`src/hw/ctc_defs.svh`:
```
`ifndef CTC_DEFS_SVH
`define CTC_DEFS_SVH

// Register byte offsets
`define CTC_OFS_TX_PENDING   8'h00
`define CTC_OFS_TX_CANCEL    8'h04
`define CTC_OFS_TX_DONE      8'h08
`define CTC_OFS_ABORT_DONE   8'h0c

// Field layout: mailboxes 1..7 sit in bits 9..15, 8..15 in bits 0..7
`define CTC_RSVD_BIT         8
`define CTC_MBX_MASK         16'hfeff
`define CTC_HI_MBX_BASE      4'h8
`define CTC_RST_VAL          16'h0000

// Bus constants
`define CTC_HTRANS_NONSEQ    2'h2
`define CTC_HRESP_OKAY       1'h0

`endif

```
`src/hw/ctc_pkg.sv`:
```
package ctc_pkg;

	// Data-phase tracking of the bus slave
	typedef enum logic [1:0] {
		CTC_PH_IDLE  = 2'b00,
		CTC_PH_WRITE = 2'b01,
		CTC_PH_READ  = 2'b10
	} ctc_phase_t;

	typedef logic [15:0] ctc_mbx_vec_t;

endpackage : ctc_pkg

```
`src/hw/ctc_ahb_slv.sv`:
```
`timescale 1ns/1ns
`default_nettype none
`include "ctc_defs.svh"

module ctc_ahb_slv
	import ctc_pkg::*;
(
	input  wire logic        ref_clk,     // Module clock
	input  wire logic        reset_n,     // Async reset, active low
	input  wire logic        hsel,        // Slave select
	input  wire logic [31:0] haddr,       // Byte address
	input  wire logic [1:0]  htrans,      // Transfer type
	input  wire logic        hwrite,      // Write when high
	input  wire logic [2:0]  hsize,       // Transfer size
	input  wire logic [31:0] hwdata,      // Write data
	input  wire logic        hready,      // Bus ready
	output logic             hreadyout,   // Slave ready
	output logic             hresp,       // Response
	output logic [31:0]      hrdata,      // Read data
	output logic             reg_wr,      // One-cycle write strobe
	output logic [7:0]       reg_addr,    // Latched byte offset
	output logic [15:0]      reg_wdata,   // Write data, low half
	input  wire logic [15:0] reg_rdata    // Read value for reg_addr
);

	ctc_phase_t phase_r, phase_nxt;
	logic [7:0] addr_r, addr_nxt;
	logic       take;

	// Address phase taken on any selected NONSEQ transfer
	assign take = hsel && hready && (htrans == `CTC_HTRANS_NONSEQ);

	always_comb begin
		phase_nxt = phase_r;
		addr_nxt  = addr_r;
		if (hready) begin
			phase_nxt = CTC_PH_IDLE;
			if (take) begin
				phase_nxt = hwrite ? CTC_PH_WRITE : CTC_PH_READ;
				addr_nxt  = haddr[7:0];
			end
		end
	end

	always_ff @(posedge ref_clk or negedge reset_n) begin
		if (!reset_n) begin
			phase_r <= CTC_PH_IDLE;
			addr_r  <= 8'h00;
		end else begin
			phase_r <= phase_nxt;
			addr_r  <= addr_nxt;
		end
	end

	// Zero wait states: every data phase completes in its first cycle
	assign hreadyout = 1'b1;
	assign hresp     = `CTC_HRESP_OKAY;
	assign reg_addr  = addr_r;
	assign reg_wdata = hwdata[15:0];
	// Narrow sizes are accepted as whole words; the master only issues words
	assign reg_wr    = (phase_r == CTC_PH_WRITE);
	assign hrdata    = (phase_r == CTC_PH_READ) ? {16'h0000, reg_rdata} : 32'h0000_0000;

	logic unused_size;
	assign unused_size = ^hsize;

endmodule : ctc_ahb_slv
`default_nettype wire

```
`src/hw/ctc_tx_ctrl.sv`:
```
// Local design decisions: the placing of the registers and the AHB-Lite register port.
`timescale 1ns/1ns
`default_nettype none
`include "ctc_defs.svh"

module ctc_tx_ctrl
	import ctc_pkg::*;
#(
	parameter int MBX_BITS = 4            // Width of a mailbox number
) (
	input  wire logic                ref_clk,        // 20 MHz module clock
	input  wire logic                reset_n,        // Async reset, active low
	input  wire logic                hsel,           // AHB select
	input  wire logic [31:0]         haddr,          // AHB address
	input  wire logic [1:0]          htrans,         // AHB transfer type
	input  wire logic                hwrite,         // AHB write
	input  wire logic [2:0]          hsize,          // AHB size
	input  wire logic [31:0]         hwdata,         // AHB write data
	input  wire logic                hready,         // AHB ready in
	output logic                     hreadyout,      // AHB ready out
	output logic                     hresp,          // AHB response
	output logic [31:0]              hrdata,         // AHB read data
	output logic [15:0]              tx_pending_bits,// Messages in arbitration wait
	input  wire logic                eng_frame_busy, // Engine has a frame on the bus
	input  wire logic [MBX_BITS-1:0] eng_frame_mbx,  // Mailbox of that frame
	input  wire logic                eng_tx_done     // Pulse: that frame sent error-free
);

	// Register layout position of mailbox n; 0 and out-of-range give none
	function automatic ctc_mbx_vec_t mbx_onehot(input logic [MBX_BITS-1:0] n);
		ctc_mbx_vec_t v;
		v = 16'h0000;
		if (n != '0 && n < `CTC_HI_MBX_BASE)
			v[n[2:0] + 4'h8] = 1'b1;
		else if (n >= `CTC_HI_MBX_BASE && n <= 4'hf)
			v[n[2:0]] = 1'b1;
		return v;
	endfunction : mbx_onehot

	// Only the fifteen mailbox bits are ever stored
	function automatic ctc_mbx_vec_t mbx_only(input ctc_mbx_vec_t v);
		return v & `CTC_MBX_MASK;
	endfunction : mbx_only

	logic         reg_wr;
	logic [7:0]   reg_addr;
	logic [15:0]  reg_wdata;
	logic [15:0]  reg_rdata;

	ctc_ahb_slv u_slv (
		.ref_clk   (ref_clk),
		.reset_n   (reset_n),
		.hsel      (hsel),
		.haddr     (haddr),
		.htrans    (htrans),
		.hwrite    (hwrite),
		.hsize     (hsize),
		.hwdata    (hwdata),
		.hready    (hready),
		.hreadyout (hreadyout),
		.hresp     (hresp),
		.hrdata    (hrdata),
		.reg_wr    (reg_wr),
		.reg_addr  (reg_addr),
		.reg_wdata (reg_wdata),
		.reg_rdata (reg_rdata)
	);

	ctc_mbx_vec_t pend_r, pend_nxt;
	ctc_mbx_vec_t canc_r, canc_nxt;
	ctc_mbx_vec_t done_r, done_nxt;
	ctc_mbx_vec_t abrt_r, abrt_nxt;

	ctc_mbx_vec_t pend_set;     // Software sets pending bits
	ctc_mbx_vec_t canc_set;     // Software requests cancellation
	ctc_mbx_vec_t done_clr;     // Write-1-to-clear on done flags
	ctc_mbx_vec_t abrt_clr;     // Write-1-to-clear on abort flags
	ctc_mbx_vec_t lock;         // Mailbox whose frame is on the bus
	ctc_mbx_vec_t done_ev;      // Transmission completed this cycle
	ctc_mbx_vec_t abort_ev;     // Cancellation completed this cycle
	ctc_mbx_vec_t drop_ev;      // Cancel request with nothing to cancel

	// Write decode; bit 8 is masked so reserved bits never store
	always_comb begin
		pend_set = 16'h0000;
		canc_set = 16'h0000;
		done_clr = 16'h0000;
		abrt_clr = 16'h0000;
		if (reg_wr) begin
			unique case (reg_addr)
				`CTC_OFS_TX_PENDING: pend_set = mbx_only(reg_wdata);
				`CTC_OFS_TX_CANCEL:  canc_set = mbx_only(reg_wdata);
				`CTC_OFS_TX_DONE:    done_clr = mbx_only(reg_wdata);
				`CTC_OFS_ABORT_DONE: abrt_clr = mbx_only(reg_wdata);
				default: ;
			endcase
		end
	end

	// Engine events mapped into register layout
	always_comb begin
		lock     = eng_frame_busy ? mbx_onehot(eng_frame_mbx) : 16'h0000;
		done_ev  = eng_tx_done ? (mbx_onehot(eng_frame_mbx) & pend_r) : 16'h0000;
		// A frame on the bus is shielded from cancel and must run to its end
		abort_ev = canc_r & pend_r & ~lock & ~done_ev;
		drop_ev  = canc_r & ~pend_r;
	end

	// Next values; a software set wins over a same-cycle hardware clear
	always_comb begin
		pend_nxt = (pend_r & ~done_ev & ~abort_ev) | pend_set;
		canc_nxt = (canc_r & ~abort_ev & ~done_ev & ~drop_ev) | canc_set;
		// Hardware only ever sets these; an event beats a same-cycle clear
		done_nxt = (done_r & ~done_clr) | done_ev;
		abrt_nxt = (abrt_r & ~abrt_clr) | abort_ev;
	end

	always_ff @(posedge ref_clk or negedge reset_n) begin
		if (!reset_n) begin
			pend_r <= `CTC_RST_VAL;
			canc_r <= `CTC_RST_VAL;
			done_r <= `CTC_RST_VAL;
			abrt_r <= `CTC_RST_VAL;
		end else begin
			pend_r <= pend_nxt;
			canc_r <= canc_nxt;
			done_r <= done_nxt;
			abrt_r <= abrt_nxt;
		end
	end

	// Read mux; unmapped offsets read zero
	always_comb begin
		unique case (reg_addr)
			`CTC_OFS_TX_PENDING: reg_rdata = pend_r;
			`CTC_OFS_TX_CANCEL:  reg_rdata = canc_r;
			`CTC_OFS_TX_DONE:    reg_rdata = done_r;
			`CTC_OFS_ABORT_DONE: reg_rdata = abrt_r;
			default:             reg_rdata = 16'h0000;
		endcase
	end

	assign tx_pending_bits = pend_r;
endmodule : ctc_tx_ctrl
`default_nettype wire

```
`config.mk`:
```
export PLATFORM = sky130hd
export DESIGN_NAME = ctc_tx_ctrl
export DESIGN_NICKNAME = d
export VERILOG_FILES = /design/src/hw/ctc_pkg.sv /design/src/hw/ctc_ahb_slv.sv /design/src/hw/ctc_tx_ctrl.sv
export VERILOG_INCLUDE_DIRS = /design/src /design/src/hw
export SDC_FILE = /design/constraint.sdc
export NUM_CORES = 1
export LEC_CHECK = 0
export BUFFER_PORTS_ARGS = -buffer_cell sky130_fd_sc_hd__buf_2
export CORE_ASPECT_RATIO = 2
export CORE_UTILIZATION = 56
export CTS_CLUSTER_SIZE = 40
export DETAILED_ROUTE_END_ITERATION = 8
export PLACE_DENSITY_LB_ADDON = 0.1
export SYNTH_ARGS = -nofsm -noshare
export SYNTH_HDL_FRONTEND = slang
export SYNTH_SLANG_ARGS = --single-unit
```
`constraint.sdc`:
```
create_clock -name ref_clk -period 3.5 [get_ports ref_clk]
set_clock_uncertainty 0.1 [all_clocks]
set_input_delay 0.7 -clock ref_clk [delete_from_list [all_inputs] [get_ports ref_clk]]
set_output_delay 0.7 -clock ref_clk [all_outputs]
set_load 0.01 [all_outputs]
```
==> results.toml <==
[run_status]
status = "finished clean"

[yosys]
postSynthCellCount = 375
ys_seq_area_share_pct = 44.71
ys_seq_elements = 74
netlist_top_cells_area = "dfrtp_1, mux4_2, a32o_1"
synth_area_mm2 = 0.004141
synthArstFlopShare_pct = 100.0
synth_area_per_cell_um2 = 11.04
synth_area_leader_cell = "dfrtp_1"
synth_ff_type = "dfrtp_1"
ys_warn_count = 0
synth_top_area_share_pct = 44.71
yosys.cell_types.count = 40
synth-edff-count = 0

[floorplan]
die_width_um = 62.81
dieArea_mm2 = 0.007765
io_pins = 130
die_height_um = 123.6
fp-row-count = 44
core-area_mm2 = 0.007212
start_util_pct = 57.43

[sta]
setup_viol = 0
slew_violations = 0
timing.final.crit_share_pct = 79.05
fin_ws_ps = 733.1
fmax_ghz = 0.3614
tightest_slew_ps = 868.3
slew_headroom_pct = 41.98
min_period_ps = 2767
hold-worst-slack_ps = 279.9
rsz0062_at_grt = "no"
finalHoldViolations = 0
setup-tns-final_ps = 0

[placed_design]
place_area_mm2 = 0.004469
gp_congestion = 0.8828
portBuffers = 67
placed_cells = 509
dpl_worst_slack_ps = 1064
dp_hpwl_mm = 7.330

[route]
post_drt_wl_per_cell_um = 21.27
vias = 3527
avgViaCountPerCell = 6.757
drc_errors = 0
firstDrtPassIters = 5
drtAntennaViolNets = 0
drt-total-wl_mm = 11.10
first_iter_violations = 349

[clock_tree]
cts_buffers = 9
cts_max_path_buffers = 2
cts_tree = "built"
clock_latency_ps = 330
cts_resized = 0
cts.hold.buffers_added = 0
cts_sinks = 74
cts.clk_slew.worst_paths_ps = 50
postCtsSetupBuffers = 0
cts_max_level = 3
cts-root-buf = "clkbuf_16"

[setup_path]
arrival_ps = 1970
required_ps = 2700
crit_path_end_kind = "output port"
critPathMaxFanout = 17
startpoint_type = "register"
crit_type = "reg2out"

[finish]
final_area_mm2 = 0.004730
drive_gt1_share_pct = 27.67
area_growth_syn_to_layout_pct = 14.20
layout_common_cells = "dfrtp_1, buf_2, a32o_1, nand4_1, nand2_1"
final_util_pct = 65.58
nNetsFinal = 508
antennaDiodeCount = 0
mostFrequentLayoutCell = "dfrtp_1"
layoutNonFillerInstCount = 522

[pwr]
p_total_mw = 2.349
peakVddDrop_uv = 405.2
power.density_mw_per_mm2 = 496.8
power.leakage_nw = 1.973

[global_routing]
groute.usage.overall_pct = 30.72
grt_max_degree = 61
grt_antenna_before_repair = 0
grt_pass1_wl_mm = 17.77
grt-ovfl-total = 0
grt_pass1_vias = 3475

[worst_hold_path]
hold_path.class = "reg2reg"

[run]
drv_cap = 0
registers in the layout, summed over array words and instances, names as in the netlist:
register and count:
u_slv.reg_addr 8, abrt_r 16, u_slv.phase_r 2, canc_r 16
done_r 16, tx_pending_bits 16
per-layer routing:
metal,wire length (um),vias up,track usage [%],share of wire (%)
met4,552,0,18.75,5.0
li1,-,1536,-,-
met1,4108,1743,36.26,37
met3,723,54,6.502,6.5
met2,5716,194,51.15,51
met5,0,-,0,0
worst paths after layout:
kind,from,to,slack (ps),cells after the start
worst max register to register,u_slv.reg_addr[5],tx_pending_bits[1],1130,4
min in group asynchronous,reset_n,tx_pending_bits[11],320,1
worst min register to register,done_r[8],done_r[8],280,0
max in group asynchronous,reset_n,tx_pending_bits[4],2330,2
worst max-delay path,u_slv.reg_addr[2],hrdata[5],730,4
worst min-delay path,done_r[8],done_r[8],280,0
final cells by class:
class | count | area, um2
clock buffer | 13 | 260.3
timing repair buffer | 77 | 435.4
fill | 587 | 2482
sequential | 74 | 1852
tap | 92 | 115.1
inverter | 3 | 11.26
multi-input combinational | 263 | 2056
synth_stat cells, types with 4 or more instances:
cell,number
and2b_1,4
o21ai_0,15
nor3_1,6
nand2_1,25
buf_2,10
o32ai_1,10
a32o_1,35
clkbuf_1,19
buf_4,19
nand3_1,7
nand2b_1,5
o2bb2ai_1,10
nand4_1,31
nor2_1,8
mux4_2,16
a21boi_0,15
nor2b_1,16
o22ai_1,7
dfrtp_1,74
mux2_2,8
worst max-delay path: stages, from the launching register on:
cell	delay [ps]
dfrtp_1	550
buf_12	240
mux4_2	530
and2b_1	170
buf_2	130
where the power goes:
part	switching [mW]	total, mW	internal, mW
combinational	0.246	0.487	0.241
clock	0.320	0.827	0.507
sequential	0.0844	1.04	0.951
total	0.651	2.35	1.70
cell families after synthesis:
group,count (synthesis),synth area share [%]
muxes,24,10.88
AOI/OAI and AO/OA,95,18.82
other,2,0.1813
and+or+nand+nor,125,18.04
DFF,74,44.71
buffers and inverters,55,7.372
(Power assumes the default switching activity.)
